$ cat src/spwm_consts.svh
// register offsets, field positions, reset values and counts
`ifndef SPWM_CONSTS_SVH
`define SPWM_CONSTS_SVH

`define SPWM_ADR_CTRL    8'h00
`define SPWM_ADR_DBUF    8'h04
`define SPWM_ADR_ACTIVE  8'h08
`define SPWM_ADR_LIMIT   8'h0c
`define SPWM_ADR_COUNT   8'h10
`define SPWM_ADR_TCTRL   8'h14
`define SPWM_ADR_FLAG    8'h18
`define SPWM_ADR_DIR     8'h1c
`define SPWM_ADR_ALIGN   2'h0

`define SPWM_RST_LIMIT   8'hff
`define SPWM_RST_DIR     1'b1
`define SPWM_RST_CTRL    6'h00

`define SPWM_MODE_LSB    0
`define SPWM_MODE_MSB    3
`define SPWM_MODE_HI_LSB 2
`define SPWM_MODE_PWM    2'h3
`define SPWM_MODE_OFF    4'h0
`define SPWM_DLOW_LSB    4
`define SPWM_DLOW_MSB    5
`define SPWM_CTRL_MSB    5

`define SPWM_PRE_LSB     0
`define SPWM_PRE_MSB     1
`define SPWM_RUN_BIT     2
`define SPWM_FLAG_BIT    1
`define SPWM_DIR_BIT     0
`define SPWM_SEL_LANE    0

`define SPWM_PHASE_LAST  2'h3
`define SPWM_PRE_LAST4   6'h03
`define SPWM_PRE_LAST16  6'h0f
`define SPWM_PRE_LAST64  6'h3f

`endif

$ cat src/spwm_pkg.sv
// types shared by the pwm unit and its timer
package spwm_pkg;

  typedef logic [7:0] spwm_byte_t;
  typedef logic [9:0] spwm_duty_t;

  typedef enum logic [1:0] {
    SPWM_PRE_1  = 2'h0,
    SPWM_PRE_4  = 2'h1,
    SPWM_PRE_16 = 2'h2,
    SPWM_PRE_64 = 2'h3
  } spwm_presc_t;

endpackage

$ cat src/spwm_tb_if.sv
// link between the pwm unit and its period timer
`timescale 1ns/1ps
interface spwm_tb_if;
  import spwm_pkg::*;

  logic        run;
  logic        sleep;
  spwm_presc_t presc;
  spwm_byte_t  limit;
  logic        cnt_we;
  spwm_byte_t  cnt_wdata;
  spwm_byte_t  count;
  logic [1:0]  low2;
  logic        tick;
  logic        boundary;

  modport timer (
    input  run, sleep, presc, limit, cnt_we, cnt_wdata,
    output count, low2, tick, boundary
  );
  modport ctrl (
    output run, sleep, presc, limit, cnt_we, cnt_wdata,
    input  count, low2, tick, boundary
  );
endinterface

$ cat src/spwm_timebase.sv
// period timer: clock phase, prescaler, period counter, time base
`timescale 1ns/1ps
`include "spwm_consts.svh"
module spwm_timebase
  import spwm_pkg::*;
(
  input wire logic clk,
  input wire logic reset_n,
  spwm_tb_if.timer tb
);

  logic [1:0] phase_q;
  logic [5:0] pre_q;
  spwm_byte_t cnt_q;
  logic [5:0] pre_last;
  logic       q_end;

  // ----------------------------------------------------------
  // prescale decode
  // ----------------------------------------------------------
  always_comb begin
    unique case (tb.presc)
      SPWM_PRE_1:  pre_last = '0;
      SPWM_PRE_4:  pre_last = `SPWM_PRE_LAST4;
      SPWM_PRE_16: pre_last = `SPWM_PRE_LAST16;
      SPWM_PRE_64: pre_last = `SPWM_PRE_LAST64;
    endcase
  end

  // one tick every four clocks times the prescale
  assign q_end = !tb.sleep && (phase_q == `SPWM_PHASE_LAST);
  // at or past the last step, so a smaller prescale never stalls the timer
  assign tb.tick = q_end && tb.run && (pre_q >= pre_last);
  assign tb.boundary = tb.tick && (cnt_q == tb.limit);
  assign tb.count = cnt_q;

  // low time base bits: clock phase at 1:1, else prescaler
  always_comb begin
    unique case (tb.presc)
      SPWM_PRE_1:  tb.low2 = phase_q;
      SPWM_PRE_4:  tb.low2 = pre_q[1:0];
      SPWM_PRE_16: tb.low2 = pre_q[3:2];
      SPWM_PRE_64: tb.low2 = pre_q[5:4];
    endcase
  end

  // ----------------------------------------------------------
  // counters
  // ----------------------------------------------------------
  always_ff @(posedge clk or negedge reset_n) begin
    if (!reset_n) begin
      phase_q <= '0;
    end else if (!tb.sleep) begin
      phase_q <= phase_q + 2'h1;
    end
  end

  always_ff @(posedge clk or negedge reset_n) begin
    if (!reset_n) begin
      pre_q <= '0;
    end else if (q_end && tb.run) begin
      pre_q <= tb.tick ? '0 : pre_q + 6'h01;
    end
  end

  always_ff @(posedge clk or negedge reset_n) begin
    if (!reset_n) begin
      cnt_q <= '0;
    end else if (tb.cnt_we) begin
      cnt_q <= tb.cnt_wdata;
    end else if (tb.boundary) begin
      cnt_q <= '0;
    end else if (tb.tick) begin
      cnt_q <= cnt_q + 8'h01;
    end
  end

  // ----------------------------------------------------------
  // checks
  // ----------------------------------------------------------
  sleep_freeze_a: assert property (
    @(posedge clk) disable iff (!reset_n)
    tb.sleep && !tb.cnt_we |=> cnt_q == $past(cnt_q))
    else $error("period counter moved during sleep");

  tick_phase_a: assert property (
    @(posedge clk) disable iff (!reset_n)
    tb.tick |-> phase_q == `SPWM_PHASE_LAST && !tb.sleep)
    else $error("timer tick off the fourth clock phase");

  tick_space_a: assert property (
    @(posedge clk) disable iff (!reset_n)
    tb.tick |=> !tb.tick [*3])
    else $error("timer ticks closer than four clocks");

endmodule // spwm_timebase

$ cat src/spwm_top.sv
// standard pwm unit with period timer and wishbone registers
//
// Summary of operation
// - in pwm mode drive a modulated waveform with up to 10 bit duty
// - pin driven only while its direction bit selects output
// - writing zero to unit control releases the pin
// - period is (limit + 1) * 4 clocks * timer prescale
// - counter equal to limit clears on the next increment
// - at period start pin goes high unless the duty is zero
// - duty buffer byte copies into active duty at period start
// - timer postscaler plays no part in the pwm period
// - duty is buffer byte on top, control bits 5:4 below
// - duty buffer and low bits writable anytime, period unharmed
// - active duty and 2 bit latch double buffer the duty
// - active duty is read only while in pwm mode
// - time base is counter plus phase or prescaler bits
// - time base equal to duty drives the pin low
// - resolution is log2 of 4 * (limit + 1) bits
// - duty beyond the period leaves the pin unchanged
// - sleep freezes counter, unit state and pin level
// - mode field 11xx selects pwm, 0000 turns unit off
// - reset returns pin to input and registers to defaults
`timescale 1ns/1ps
`include "spwm_consts.svh"
module spwm_top
  import spwm_pkg::*;
(
  input  wire logic        clk,
  input  wire logic        reset_n,
  input  wire logic        wb_cyc,
  input  wire logic        wb_stb,
  input  wire logic        wb_we,
  input  wire logic [7:0]  wb_adr,
  input  wire logic [3:0]  wb_sel,
  input  wire logic [31:0] wb_dat_w,
  output logic      [31:0] wb_dat_r,
  output logic             wb_ack,
  input  wire logic        sleep,
  output logic             pwm_pin_out,
  output logic             pwm_pin_oe
);

  // ----------------------------------------------------------
  // state
  // ----------------------------------------------------------
  logic [5:0]  ctrl_q;
  spwm_byte_t  dbuf_q;
  spwm_byte_t  active_q;
  logic [1:0]  latch_q;
  spwm_byte_t  limit_q;
  spwm_presc_t presc_q;
  logic        run_q;
  logic        flag_q;
  logic        dir_q;
  logic        out_q;
  logic        bnd_q;
  logic        oe_q;
  logic        ack_q;
  logic [31:0] dat_q;
  logic [31:0] dat_d;

  logic        req;
  logic        wr;
  logic [7:0]  adr_w;
  logic [3:0]  mode;
  logic        pwm_mode;
  logic        unit_off;
  spwm_duty_t  duty_next;
  spwm_duty_t  duty_now;
  spwm_duty_t  time_base;
  logic        match;

  spwm_tb_if tb ();

  spwm_timebase u_timebase (
    .clk     (clk),
    .reset_n (reset_n),
    .tb      (tb.timer)
  );

  // ----------------------------------------------------------
  // bus decode
  // ----------------------------------------------------------
  assign req   = wb_cyc && wb_stb && !ack_q;
  assign wr    = req && wb_we && wb_sel[`SPWM_SEL_LANE];
  assign adr_w = {wb_adr[7:2], `SPWM_ADR_ALIGN};

  // ----------------------------------------------------------
  // mode and duty decode
  // ----------------------------------------------------------
  assign mode = ctrl_q[`SPWM_MODE_MSB:`SPWM_MODE_LSB];
  // pwm for any 11xx code
  assign pwm_mode = mode[`SPWM_MODE_MSB:`SPWM_MODE_HI_LSB]
                    == `SPWM_MODE_PWM;
  assign unit_off = mode == `SPWM_MODE_OFF;
  // 10 bit duty: buffer byte over low bits
  assign duty_next = {dbuf_q,
                      ctrl_q[`SPWM_DLOW_MSB:`SPWM_DLOW_LSB]};
  assign duty_now  = {active_q, latch_q};
  assign time_base = {tb.count, tb.low2};
  // no match ever occurs when duty lies past the period
  assign match = time_base == duty_now;

  // ----------------------------------------------------------
  // timer hookup, postscaler not modelled
  // ----------------------------------------------------------
  assign tb.run       = run_q;
  assign tb.sleep     = sleep;
  assign tb.presc     = presc_q;
  assign tb.limit     = limit_q;
  assign tb.cnt_we    = wr && adr_w == `SPWM_ADR_COUNT;
  assign tb.cnt_wdata = wb_dat_w[7:0];

  // ----------------------------------------------------------
  // software registers
  // ----------------------------------------------------------
  always_ff @(posedge clk or negedge reset_n) begin
    if (!reset_n) begin
      ctrl_q <= `SPWM_RST_CTRL;
    end else if (wr && adr_w == `SPWM_ADR_CTRL) begin
      ctrl_q <= wb_dat_w[`SPWM_CTRL_MSB:0];
    end
  end

  always_ff @(posedge clk or negedge reset_n) begin
    if (!reset_n) begin
      dbuf_q <= '0;
    end else if (wr && adr_w == `SPWM_ADR_DBUF) begin
      dbuf_q <= wb_dat_w[7:0];
    end
  end

  always_ff @(posedge clk or negedge reset_n) begin
    if (!reset_n) begin
      limit_q <= `SPWM_RST_LIMIT;
    end else if (wr && adr_w == `SPWM_ADR_LIMIT) begin
      limit_q <= wb_dat_w[7:0];
    end
  end

  always_ff @(posedge clk or negedge reset_n) begin
    if (!reset_n) begin
      presc_q <= SPWM_PRE_1;
      run_q   <= 1'b0;
    end else if (wr && adr_w == `SPWM_ADR_TCTRL) begin
      presc_q <= spwm_presc_t'(wb_dat_w[`SPWM_PRE_MSB:`SPWM_PRE_LSB]);
      run_q   <= wb_dat_w[`SPWM_RUN_BIT];
    end
  end

  always_ff @(posedge clk or negedge reset_n) begin
    if (!reset_n) begin
      dir_q <= `SPWM_RST_DIR;
    end else if (wr && adr_w == `SPWM_ADR_DIR) begin
      dir_q <= wb_dat_w[`SPWM_DIR_BIT];
    end
  end

  // timer match flag: write one clears, a new match wins
  always_ff @(posedge clk or negedge reset_n) begin
    if (!reset_n) begin
      flag_q <= 1'b0;
    end else if (tb.boundary) begin
      flag_q <= 1'b1;
    end else if (wr && adr_w == `SPWM_ADR_FLAG
                 && wb_dat_w[`SPWM_FLAG_BIT]) begin
      flag_q <= 1'b0;
    end
  end

  // ----------------------------------------------------------
  // duty double buffer
  // ----------------------------------------------------------
  always_ff @(posedge clk or negedge reset_n) begin
    if (!reset_n) begin
      active_q <= '0;
      latch_q  <= '0;
    end else if (unit_off) begin
      active_q <= '0;
      latch_q  <= '0;
    end else if (pwm_mode && tb.boundary) begin
      // byte and low bits move together at period start
      active_q <= dbuf_q;
      latch_q  <= ctrl_q[`SPWM_DLOW_MSB:`SPWM_DLOW_LSB];
    end else if (!pwm_mode && wr && adr_w == `SPWM_ADR_ACTIVE) begin
      active_q <= wb_dat_w[7:0];
    end
  end

  // ----------------------------------------------------------
  // output latch and pin driver
  // ----------------------------------------------------------
  // period start, held while asleep so the set is not lost
  always_ff @(posedge clk or negedge reset_n) begin
    if (!reset_n) begin
      bnd_q <= 1'b0;
    end else if (!sleep) begin
      bnd_q <= tb.boundary;
    end
  end

  // set one clock after the boundary: the match clears one clock late,
  // so the high time is exactly duty steps of the time base
  always_ff @(posedge clk or negedge reset_n) begin
    if (!reset_n) begin
      out_q <= 1'b0;
    end else if (!pwm_mode) begin
      out_q <= 1'b0;
    end else if (bnd_q && !sleep) begin
      out_q <= duty_now != '0;
    end else if (match && !sleep) begin
      out_q <= 1'b0;
    end
  end

  // the pin belongs to the unit only in pwm mode with output set
  always_ff @(posedge clk or negedge reset_n) begin
    if (!reset_n) begin
      oe_q <= 1'b0;
    end else begin
      oe_q <= pwm_mode && !dir_q;
    end
  end

  assign pwm_pin_out = out_q;
  assign pwm_pin_oe  = oe_q;

  // ----------------------------------------------------------
  // read mux and acknowledge
  // ----------------------------------------------------------
  always_comb begin
    dat_d = '0;
    unique case (adr_w)
      `SPWM_ADR_CTRL:   dat_d[`SPWM_CTRL_MSB:0] = ctrl_q;
      `SPWM_ADR_DBUF:   dat_d[7:0] = dbuf_q;
      `SPWM_ADR_ACTIVE: dat_d[7:0] = active_q;
      `SPWM_ADR_LIMIT:  dat_d[7:0] = limit_q;
      `SPWM_ADR_COUNT:  dat_d[7:0] = tb.count;
      `SPWM_ADR_TCTRL: begin
        dat_d[`SPWM_PRE_MSB:`SPWM_PRE_LSB] = presc_q;
        dat_d[`SPWM_RUN_BIT] = run_q;
      end
      `SPWM_ADR_FLAG:   dat_d[`SPWM_FLAG_BIT] = flag_q;
      `SPWM_ADR_DIR:    dat_d[`SPWM_DIR_BIT] = dir_q;
      default:          dat_d = '0;
    endcase
  end

  // one wait-free answer per request, unmapped reads give zero
  always_ff @(posedge clk or negedge reset_n) begin
    if (!reset_n) begin
      ack_q <= 1'b0;
      dat_q <= '0;
    end else begin
      ack_q <= req;
      if (req && !wb_we) begin
        dat_q <= dat_d;
      end
    end
  end

  assign wb_ack   = ack_q;
  assign wb_dat_r = dat_q;

  // ----------------------------------------------------------
  // checks
  // ----------------------------------------------------------
  pin_dir_a: assert property (
    @(posedge clk) disable iff (!reset_n)
    dir_q |=> !oe_q)
    else $error("pin driven while direction is input");

  ctrl_zero_a: assert property (
    @(posedge clk) disable iff (!reset_n)
    wr && adr_w == `SPWM_ADR_CTRL && wb_dat_w[7:0] == 8'h00
    |-> ##2 !oe_q && !out_q)
    else $error("pin kept after control cleared");

  period_start_a: assert property (
    @(posedge clk) disable iff (!reset_n)
    pwm_mode && bnd_q && !sleep && duty_now != '0 |=> out_q)
    else $error("pin not set at period start");

  zero_duty_a: assert property (
    @(posedge clk) disable iff (!reset_n)
    pwm_mode && bnd_q && !sleep && duty_now == '0 |=> !out_q)
    else $error("pin set with zero duty");

  duty_latch_a: assert property (
    @(posedge clk) disable iff (!reset_n)
    pwm_mode && !unit_off && tb.boundary
    |=> duty_now == $past(duty_next))
    else $error("duty not latched at period start");

  duty_hold_a: assert property (
    @(posedge clk) disable iff (!reset_n)
    pwm_mode && !tb.boundary |=> $stable(duty_now))
    else $error("active duty moved mid period");

  active_ro_a: assert property (
    @(posedge clk) disable iff (!reset_n)
    pwm_mode && wr && adr_w == `SPWM_ADR_ACTIVE && !tb.boundary
    |=> active_q == $past(active_q))
    else $error("active duty written in pwm mode");

  match_clear_a: assert property (
    @(posedge clk) disable iff (!reset_n)
    pwm_mode && match && !bnd_q && !sleep |=> !out_q)
    else $error("pin not cleared on duty match");

  sleep_hold_a: assert property (
    @(posedge clk) disable iff (!reset_n)
    sleep && pwm_mode && !wr |=> $stable(out_q))
    else $error("pin level changed during sleep");

  flag_set_a: assert property (
    @(posedge clk) disable iff (!reset_n)
    tb.boundary && !tb.cnt_we |=> tb.count == 8'h00 && flag_q)
    else $error("period boundary did not restart");

  mode_off_a: assert property (
    @(posedge clk) disable iff (!reset_n)
    unit_off |=> duty_now == '0 && !out_q)
    else $error("unit off did not clear duty and pin");

  oe_mode_a: assert property (
    @(posedge clk) disable iff (!reset_n)
    !pwm_mode |=> !oe_q)
    else $error("pin driven outside pwm mode");

  oe_follow_a: assert property (
    @(posedge clk) disable iff (!reset_n)
    pwm_mode && !dir_q |=> oe_q)
    else $error("pin not driven with direction set to output");

  low_latch_a: assert property (
    @(posedge clk) disable iff (!reset_n)
    pwm_mode && tb.boundary
    |=> latch_q == $past(ctrl_q[`SPWM_DLOW_MSB:`SPWM_DLOW_LSB]))
    else $error("duty low bits not latched with the byte");

  dbuf_write_a: assert property (
    @(posedge clk) disable iff (!reset_n)
    wr && adr_w == `SPWM_ADR_DBUF |=> dbuf_q == $past(wb_dat_w[7:0]))
    else $error("duty buffer write lost");

  beyond_period_a: assert property (
    @(posedge clk) disable iff (!reset_n)
    pwm_mode && out_q && tb.count <= limit_q
    && duty_now > {limit_q, `SPWM_PHASE_LAST} |=> out_q)
    else $error("pin cleared by a duty past the period");

endmodule // spwm_top

$ cat config.mk
export PLATFORM = sky130hd
export DESIGN_NAME = spwm_top
export DESIGN_NICKNAME = d
export VERILOG_FILES = /design/src/spwm_pkg.sv /design/src/spwm_tb_if.sv /design/src/spwm_timebase.sv /design/src/spwm_top.sv
export VERILOG_INCLUDE_DIRS = /design/src /design/src/src
export SDC_FILE = /design/constraint.sdc
export NUM_CORES = 1
export LEC_CHECK = 0
export BUFFER_PORTS_ARGS = -buffer_cell sky130_fd_sc_hd__buf_2
export CAP_MARGIN = 10
export CORE_MARGIN = 1.5
export CORE_UTILIZATION = 30
export DETAILED_ROUTE_END_ITERATION = 12
export GPL_ROUTABILITY_DRIVEN = 0
export GPL_TIMING_DRIVEN = 0
export PLACE_DENSITY = 0.48
export SYNTH_ARGS = -nofsm -noshare
export SYNTH_HDL_FRONTEND = slang
export SYNTH_SLANG_ARGS = --single-unit
$ cat constraint.sdc
create_clock -name clk -period 3.3 [get_ports clk]
set_input_delay 0.165 -clock clk [delete_from_list [all_inputs] [get_ports clk]]
set_output_delay 0.165 -clock clk [all_outputs]
set_load 0.03 [all_outputs]
# ---- Yosys cells after proc, flatten, opt, wreduce, memory -nomap -nowiden
# Cells that the tools add are included.
dict set report word_totals {
  memories 0
  register_bits 65
  latch_bits 0
  inputBits 50
  romBits 0
  ramBits 0
  output_inout_bits 35
  word_cells 93
}
dict set report op_classes {
  magnitude_cmp 1
  add_sub_neg 3
  mul 0
  n_eq_ne 15
  div 0
  reduce_logical 36
  muxes 21
  shifts 0
  bitwise_logic 0
}
# cell n
set ops {}
lappend ops {{2-to-1 mux 8 bit} 6}
lappend ops {{== test 6 x 3 -> 1 bit (second input constant)} 4}
lappend ops {{case mux 6 bit (4 select lines)} 1}
lappend ops {{logical AND 1 bit} 23}
lappend ops {{case mux 2 bit (4 select lines)} 2}
lappend ops {{case mux 3 bit (5 select lines)} 1}
lappend ops {{case mux 1 bit (7 select lines)} 2}
lappend ops {{== test 6 x 2 -> 1 bit (second input constant)} 2}
lappend ops {{== test 10 bit} 1}
lappend ops {{nonzero test 10 bit} 1}
lappend ops {{adder 8 x 1 -> 8 bit (second input constant)} 1}
lappend ops {{== test 2 bit (second input constant)} 4}
lappend ops {{== test 8 bit} 1}
lappend ops {{zero test 8 bit} 1}
lappend ops {{adder 6 x 1 -> 6 bit (second input constant)} 1}
lappend ops {{== test 6 x 1 -> 1 bit (second input constant)} 1}
lappend ops {{>= comparator 6 bit} 1}
lappend ops {{2-to-1 mux 6 bit} 1}
lappend ops {{case mux 1 bit (6 select lines)} 1}
lappend ops {{nonzero test 3 bit} 2}
lappend ops {{zero test 1 bit} 5}
lappend ops {{2-to-1 mux 1 bit} 5}
lappend ops {{zero test 4 bit} 1}
lappend ops {{2-to-1 mux 2 bit} 2}
lappend ops {{other kinds (5)} 6}

# ---- Logic depth before layout (Yosys ltp)
# Gate-level depths: netlist (run 1).
dict set report depth {
  ltp_word 9
  mapped_depth 8
  ltp_nobuf 7
}

# ---- By module
# From an unflattened synthesis (run 1), not the netlist that was laid out.
dict set report unflattened {
  hier_cells 379
  hier_area_um2 4011.3
}
# mod seq_area_each_um2 cells_each area_per_inst_um2 n_inst
set by_module_without_submodules {}
lappend by_module_without_submodules {spwm_top 1237.4 229 2747.6 1}
lappend by_module_without_submodules {spwm_timebase 400.4 150 1263.7 1}

# ---- Worst setup path before layout (run 1)
# OpenSTA, ideal clock, no wires.
dict set report synth_timing {
  path_kind {register to register}
  startpoint {reg presc_q[0]}
  endpoint {reg u_timebase.cnt_q[4], in the netlist u_timebase.tb.count[4]}
  stages_incl_launch_ff 9
  setup_ps 82
  arrival_time_ps 1975
  path_buffers 1
  setup_slack_ps 1243
  period_less_slack_ps 2057
  t_required_ps 3218
  cell_sequence {dfrtp_1 or2_2 ha_1 nand2b_1 a21o_1 a21oi_1 clkbuf_1 o31ai_1 a31oi_1}
}
dict set report synth_via {
  elab_chain_cells 7
  word_cells_on_any_way 11
  classes_between {order compare: 1; eq/ne: 3; mux: 3; reduce/logical: 4}
}
# element line
set synth_rtl {}
lappend synth_rtl {{start, declared} spwm_top.sv:51} ;# spwm_presc_t presc_q;
lappend synth_rtl {{start signal, assigned} spwm_top.sv:146} ;# presc_q <= spwm_presc_t'(wb_dat_w[`SPWM_PRE_MSB:`SPWM_PRE_LSB]);
lappend synth_rtl {{== test 2 bit (tied with other cells)} spwm_timebase.sv:22} ;# unique case (tb.presc)
lappend synth_rtl {{case mux 6 bit (4 select lines) (*)} spwm_timebase.sv:22}
lappend synth_rtl {{>= comparator 6 bit (*)} spwm_timebase.sv:33} ;# assign tb.tick = q_end && tb.run && (pre_q >= pre_last);
lappend synth_rtl {{logical AND 1 bit (*)} spwm_timebase.sv:33}
lappend synth_rtl {{logical AND 1 bit} spwm_timebase.sv:34} ;# assign tb.boundary = tb.tick && (cnt_q == tb.limit);
lappend synth_rtl {{2-to-1 mux 8 bit} spwm_timebase.sv:71} ;# end else if (tb.boundary) begin
lappend synth_rtl {{2-to-1 mux 8 bit} spwm_timebase.sv:69} ;# end else if (tb.cnt_we) begin
lappend synth_rtl {{end signal, assigned} spwm_timebase.sv:70} ;# cnt_q <= tb.cnt_wdata;
lappend synth_rtl {{end signal, assigned} spwm_timebase.sv:74} ;# cnt_q <= cnt_q + 8'h01;
lappend synth_rtl {{end, declared} spwm_timebase.sv:14} ;# spwm_byte_t cnt_q;
# Mark *: on every way between the ends. The rest lies on a longest branch, timed or not.
# A chain may end at the register's enable or synchronous reset.

# ---- Final worst setup path (run 1)
dict set report layout_timing {
  startpoint {reg presc_q[1]}
  endpoint {reg u_timebase.cnt_q[6], in the netlist u_timebase.tb.count[6]}
}
# Same word-level chain as after synthesis.

==> flow_summary.toml, run 1 <==
[sta]
min_period_over_period = 0.7706
timing.max_slew.rel_slack = 0.3101
timing.final.crit_period_ns = 2.543
achievable-frequency_ghz = 0.3933
slew_violations = 0
fin_setup_tns_ns = 0
hold_viol_final = 0
rsz_0062_raised_after_global_routing = "no"
hold-worst-slack_ns = 0.1022
transition_time_at_the_pin_with_the_least_slew_margin_ns = 1.029
finalSetupViolations = 0
fin_skew_ns = 0.006170

[clock_network]
clock_tree.htree_level_count = 3
total_cts_buffers = 9
clk-insertion-delay-late_ns = 0.33
clock_path_buffers = 2
clkSinkCount = 65
tritoncts_clock_tree = "yes"
post_cts_resize_count = 0
cts.reportedPaths.clkPinSlew_ns = 0.05
clock_tree.root_cell = "sky130_fd_sc_hd__clkbuf_16"
postCtsHoldBufs = 1
post_cts_buffers = 0

[global_routing]
grt_pass1_wl_um = 19200
antenna_found_initial = 0
remaining_global_route_overflow = 0
globalRouteMet3Util = 0.03802
largest_net_degree_at_the_start_of_global_routing = 66
met2_usage = 0.2646
gr-usage-all-layers = 0.1764
groute.layer.met1.usage = 0.2570
vias_in_the_first_global_route = 3325
busiest_layer = "met2"

[logic_synthesis]
synthesis.area_um2 = 4105
synth_warnings = 0
asyncSetResetFlopFracSynth = 1.000
synth-edff-count = 0
postSynthAreaPerCell_um2 = 10.16
count_of_cell_types_in_the_netlist = 52
postSynthCellCount = 404
synth_seq_area_share = 0.3990
synth_top_flop_cell = "sky130_fd_sc_hd__dfrtp_1"
postSynthRegisterBits = 65

[place]
placement.io_buffers = 30
dp.cells = 634
post-dp-hpwl_um = 8760
placement.cell_area_um2 = 4578

[pwr]
power.density_nw_per_um2 = 447.0
power.share.sequential = 0.406
power.net_switching_w = 0.0006016
combPwrFrac = 0.164
final_power_w = 0.002181
power.clock.fraction = 0.430
irDropWorstVdd_mv = 0.2208
netSwitchingFraction = 0.2759
internal_power_w = 0.001579
power.leakage_nw = 2.228

[floorplanning]
chipHeight_um = 120.0
floorplan.die.width_um = 120.0
core_area_um2 = 13300
initial_utilization = 0.3088
ios = 85
fp-row-count = 42
die_area_um2 = 14400

[critical_path]
critPathMaxFanout = 10
worstRegToRegCells = 8
cell_family_with_the_largest_share_of_critical_path_delay = "compound AO/OA/AOI/OAI gates"
timing.critical_path.slowest_stage_cell = "sky130_fd_sc_hd__dfrtp_1"
worst-endpoint-required_ns = 3.54
setup.worst_path.end_class = "flop"
cp.arrival_ns = 2.78
path_cells = "or2_2 > ha_1 > nand2b_1 > a21o_1 > a21oi_1 > clkbuf_1 > o31ai_1 > a31oi_1"
start_kind = "flop"
critPathMaxStageDelay_ns = 0.48
setup_crit_path_kind = "flop to flop"
reg2reg_from = "presc_q[1]"
cp.buffers_inverters = 1
path_depth = 8
regToRegEndpoint = "u_timebase.tb.count[6]"
timing.reg2reg.setup_slack_ns = 0.76

[hold_path]
hold-path-cell-count = 2
worst_hold_path_type = "input port to flop"
min_to = "u_timebase.phase_q[0]"
worst_hold_launch = "sleep"

[route]
drt_wl_total_um = 12210
dr_total_vias = 3423
detail_route.drc_violations = 0
first_iter_violations = 201
detail_route.vias_per_cell = 5.258
drt-pass1-iter-count = 5
avgRoutedWirePerCell_um = 18.75
ant_nets = 0

[final_layout]
drive_above_1_share = 0.2989
most-common-layout-cells = "56 x sky130_fd_sc_hd__dfrtp_1, 37 x sky130_fd_sc_hd__buf_2, 31 x sky130_fd_sc_hd__nor2_1, 30 x sky130_fd_sc_hd__mux2_2, 30 x sky130_fd_sc_hd__a21oi_1"
layout.cells.most_common = "sky130_fd_sc_hd__dfrtp_1"
diodes = 0
design.final.nets = 529
area_growth_pct = 18.84
final.fill_count = 1359
layout.cells.non_filler = 651
finalInstanceArea_um2 = 4878

[run]
max-cap-violations = 0

[run_status]
status = "finished clean"
[sequential cells by signal (all words and copies together) (netlist names)]
register,cells
active_q,8
bnd_q,1
ctrl_q,6
dbuf_q,8
dir_q,1
flag_q,1
latch_q,2
limit_q,8
presc_q,2
pwm_pin_oe,1
pwm_pin_out,1
run_q,1
u_timebase.phase_q,2
u_timebase.pre_q,6
u_timebase.tb.count,8
wb_ack,1
wb_dat_r,8
[worst register-to-register path, stage by stage (launching register included)]
cell and delay (ns):
sky130_fd_sc_hd__dfrtp_1 0.48, sky130_fd_sc_hd__or2_2 0.33, sky130_fd_sc_hd__ha_1 0.27, sky130_fd_sc_hd__nand2b_1 0.14
sky130_fd_sc_hd__a21o_1 0.19, sky130_fd_sc_hd__a21oi_1 0.19, sky130_fd_sc_hd__clkbuf_1 0.48, sky130_fd_sc_hd__o31ai_1 0.15
sky130_fd_sc_hd__a31oi_1 0.22
[power groups by stage]
stage	Sequential [W]	Clock [W]	Combinational, W
5_1_grt	0.000891	0.000989	0.000391
4_1_cts	0.000885	0.000955	0.000358
3_3_place_gp	0.000898	0	0.000350
6_report	0.000885	0.000938	0.000358
3_5_place_dp	0.000898	0	0.000356
2_1_floorplan	0.000927	0	0.000214
[per-layer routing]
| metal | share of wire | wire length [µm] | vias up |
|---|---|---|---|
| met4 | 0.012 | 150 | 0 |
| met1 | 0.47 | 5700 | 1679 |
| met5 | 0 | 0 | - |
| met2 | 0.44 | 5406 | 151 |
| met3 | 0.078 | 948 | 13 |
| li1 | - | - | 1580 |
[cells by family after synthesis]
family | Yosys count | synth area share
and+or+nand+nor | 126 | 0.1896
AOI/OAI and AO/OA | 89 | 0.1399
DFF | 65 | 0.3990
buffers and inverters | 55 | 0.07833
muxes | 38 | 0.1201
xor gates and xnor gates | 21 | 0.04480
adders and majority gates | 9 | 0.02743
other | 1 | 0.0009135
[layout make-up]
type	count	area (µm²)	share of cell area
flip-flops and latches	65	1638	0.3357
clock inverters	3	40.04	0.008207
repair buffers	32	170.2	0.03488
inverters	4	15.01	0.003078
clock buffers	13	250.2	0.05130
multi-input cells	307	2238	0.4588
plain buffers	51	306.5	0.06284
well taps	176	220.2	0.04514
[metrics by stage]
stage | utilization | worst slack (ns)
floorplan | - | 1.243
global placement | 0.3431 | 0.7947
detailed placement | 0.3443 | 0.8059
CTS | 0.3669 | 0.7968
global route | 0.3669 | 0.6053
finish | 0.3669 | 0.7571
[cell usage after synthesis, drive strengths merged (9+ instances only)]
cell type  count  share of area
a21boi        10          0.018
a21oi         30          0.037
and3           9          0.016
buf           35          0.060
clkbuf        16          0.015
dfrtp         56           0.34
dfstp          9          0.058
ha             9          0.027
mux2          30          0.082
nand2         15          0.014
nand3         10          0.012
nand4         22          0.035
nor2          31          0.028
o21ai         10          0.012
o32ai          9          0.019
xor2          13          0.028
[how the worst max path moves through the flow]
stage,from,to
floorplan,presc_q[0],u_timebase.tb.count[4]
global placement,presc_q[1],u_timebase.tb.count[6]
detailed placement,presc_q[0],u_timebase.tb.count[6]
CTS,presc_q[1],u_timebase.tb.count[6]
global route,presc_q[1],u_timebase.tb.count[6]
finish,presc_q[1],u_timebase.tb.count[6]
Note: power is estimated with default switching activity, not from simulation.
==> run 2: changes to the inputs <==
--- a/config.mk
+++ b/config.mk
@@ -6,6 +6,7 @@
 export SDC_FILE = /design/constraint.sdc
 export NUM_CORES = 1
 export LEC_CHECK = 0
+export ABC_AREA = 1
 export BUFFER_PORTS_ARGS = -buffer_cell sky130_fd_sc_hd__buf_2
 export CAP_MARGIN = 10
 export CORE_MARGIN = 1.5
==> constraint.sdc (replaced) <==
create_clock -name clk -period 2.4 [get_ports clk]
set_input_delay 0.12 -clock clk [delete_from_list [all_inputs] [get_ports clk]]
set_output_delay 0.12 -clock clk [all_outputs]
set_load 0.03 [all_outputs]
==> run 2 against run 1 <==
Wire length decreased by 3.8%; final area is essentially flat; critical endpoint is now u_timebase.tb.count[5]; worst hold slack got worse by 0.096 ns; non-clock buffer count down 14; combinational power grew 34%; critical path depth is 4 higher; synthesized cell count rose by 35%; clock power grew 57%.
==> flow_summary.toml, run 2 <==
[run_status]
status = "finished clean"

[floorplanning]
chipHeight_um = 118.9
initial_utilization = 0.3053
fp-row-count = 42
floorplan.die.width_um = 118.9
die_area_um2 = 14130
core_area_um2 = 13190
ios = 85

[logic_synthesis]
synth_top_cell_area_share = 0.3480
synth_commonest_cells = "161 x sky130_fd_sc_hd__nand2_1, 56 x sky130_fd_sc_hd__dfrtp_1, 56 x sky130_fd_sc_hd__inv_1"
postSynthAreaPerCell_um2 = 7.401
count_of_cell_types_in_the_netlist = 39
synth_top_flop_cell = "sky130_fd_sc_hd__dfrtp_1"
postSynthCellCount = 544
synth.most_common_cell = "sky130_fd_sc_hd__nand2_1"
synth_seq_area_share = 0.4068
asyncSetResetFlopFracSynth = 1.000
synth_area_leaders = "sky130_fd_sc_hd__dfrtp_1 35%, sky130_fd_sc_hd__nand2_1 15%, sky130_fd_sc_hd__dfstp_2 5.9%"
postSynthRegisterBits = 65
synth_warnings = 0
post-synth-top-area-cell = "sky130_fd_sc_hd__dfrtp_1"
synth-edff-count = 0
synthesis.area_um2 = 4026

[final_layout]
design.final.nets = 672
area_growth_pct = 21.26
drive_above_1_share = 0.2026
most-common-layout-cells = "160 x sky130_fd_sc_hd__nand2_1, 56 x sky130_fd_sc_hd__inv_1, 54 x sky130_fd_sc_hd__dfrtp_1, 39 x sky130_fd_sc_hd__nor2_1"
finalInstanceArea_um2 = 4882
diodes = 0
layout.cells.most_common = "sky130_fd_sc_hd__nand2_1"
layout.cells.non_filler = 793

[clock_network]
clock_path_buffers = 2
clock_tree.root_cell = "sky130_fd_sc_hd__clkbuf_16"
clk-insertion-delay-late_ns = 0.33
clock_tree.htree_level_count = 3
tritoncts_clock_tree = "yes"
clkSinkCount = 65
cts.reportedPaths.clkPinSlew_ns = 0.05
total_cts_buffers = 9

[sta]
slew_violations = 0
finalSetupViolations = 0
timing.final.crit_period_ns = 2.175
transition_time_at_the_pin_with_the_least_slew_margin_ns = 0.8716
min_period_over_period = 0.9063
hold_viol_final = 0
rsz_0062_raised_after_global_routing = "no"
hold-worst-slack_ns = 0.005780
achievable-frequency_ghz = 0.4597
timing.max_slew.rel_slack = 0.4189
fin_skew_ns = 0.005876

[global_routing]
remaining_global_route_overflow = 0
grt_pass1_wl_um = 19070
antenna_found_initial = 0
vias_in_the_first_global_route = 3622
gr-usage-all-layers = 0.1748
largest_net_degree_at_the_start_of_global_routing = 66

[route]
ant_nets = 0
first_iter_violations = 207
drt-pass1-iter-count = 5
detail_route.drc_violations = 0
drt_wl_total_um = 11740
dr_total_vias = 3724
avgRoutedWirePerCell_um = 14.81
detail_route.vias_per_cell = 4.696

[pwr]
power.density_nw_per_um2 = 651.6
power.leakage_nw = 2.462
irDropWorstVdd_mv = 0.2776

[hold_path]
worst_hold_path_type = "input port to flop"

[critical_path]
setup_crit_path_kind = "flop to flop"
worst-endpoint-required_ns = 2.62
setup.worst_path.end_class = "flop"
start_kind = "flop"
critPathMaxFanout = 8
cp.arrival_ns = 2.40

[place]
dp.cells = 774
post-dp-hpwl_um = 8857
placement.io_buffers = 31
placement.cell_area_um2 = 4491

[run]
max-cap-violations = 0
[run 2: cell types whose count changed after synthesis, sizes merged, moves of 8 or more]
cell | previous run | this run
nand2 | 15 | 167
nor2 | 31 | 46
o32ai | 9 | 0
a31oi | 8 | 0
a21boi | 10 | 0
o21ai | 10 | 51
clkbuf | 16 | 6
inv | 4 | 72
o31ai | 8 | 0
mux2 | 30 | 0
a21oi | 30 | 22
and3 | 9 | 1
nand3 | 10 | 21
[run 2: metrics by stage]
step	power [W]	TNS [ns]	setup slack [ns]	utilization
4_1_cts	0.003200	0	0.06511	0.3662
2_1_floorplan	0.001585	0	0.3739	-
3_3_place_gp	0.001715	-0.6459	-0.1604	0.3403
5_1_grt	0.003324	0	0.009029	0.3701
6_report	0.003181	0	0.2249	0.3701
3_5_place_dp	0.001728	-0.9660	-0.1930	0.3404
[run 2: per-layer routing]
layer  global-route usage  share of wire
met1               0.2296           0.46
met2               0.2911           0.48
met3              0.03784          0.045
met4              0.04895          0.017
met5                    0              0
[run 2: power breakdown]
group	internal, W	switching (W)	leakage, nW
clock	0.000989	0.000479	0.162
combinational	0.000169	0.000312	1.49
sequential	0.00117	0.0000642	0.812
[run 2: layout make-up]
class	count	area [µm²]
inverters	72	272.8
repair buffers	36	197.7
clock buffers	13	270.3
multi-input cells	396	1991
plain buffers	33	230.2
fillers	1412	8308
clock inverters	2	60.06
flip-flops and latches	65	1640
well taps	176	220.2
[run 2: timing repair]
action,4_1_cts,5_1_grt
hold buffers,1,0
pin swaps,0,3
endpoints found under the hold margin,56,0
gates resized for setup,1,8
setup buffers,0,4
setup endpoints to repair,14,18
gates cloned,0,0
[run 2: worst paths after layout]
kind / slack (ns) / to / start / cells past startpoint
worst max-delay path: 0.22 / u_timebase.tb.count[5] / presc_q[0] / 12
worst min-delay path: 0.006 / u_timebase.phase_q[0] / sleep / 2
worst max register to register: 0.22 / u_timebase.tb.count[5] / presc_q[0] / 12
worst min register to register: 0.46 / wb_ack / wb_ack / 1
max in group asynchronous: 1.33 / presc_q[0] / reset_n / 2
min in group asynchronous: 0.45 / u_timebase.tb.count[6] / reset_n / 2
[run 2: critical path, cell delays in order, from the launching register on]
cell,delay (ns)
sky130_fd_sc_hd__dfrtp_2,0.45
sky130_fd_sc_hd__nand2_1,0.12
sky130_fd_sc_hd__ha_1,0.31
sky130_fd_sc_hd__nand2_1,0.09
sky130_fd_sc_hd__inv_1,0.04
sky130_fd_sc_hd__a21oi_1,0.27
sky130_fd_sc_hd__nand2_1,0.14
sky130_fd_sc_hd__nand2_4,0.15
sky130_fd_sc_hd__nand2_2,0.12
sky130_fd_sc_hd__inv_2,0.16
sky130_fd_sc_hd__o21ai_0,0.09
sky130_fd_sc_hd__nand2_1,0.08
sky130_fd_sc_hd__nand2_1,0.05
[run 2: kinds of logic after synthesis]
kind of cell,count (synthesis),share of synthesized area
simple gates,266,0.2971
buf+inv,106,0.1252
compound gates,90,0.1268
flops,65,0.4068
fa+ha+maj,9,0.02797
xor+xnor,7,0.01523
other cells,1,0.0009314
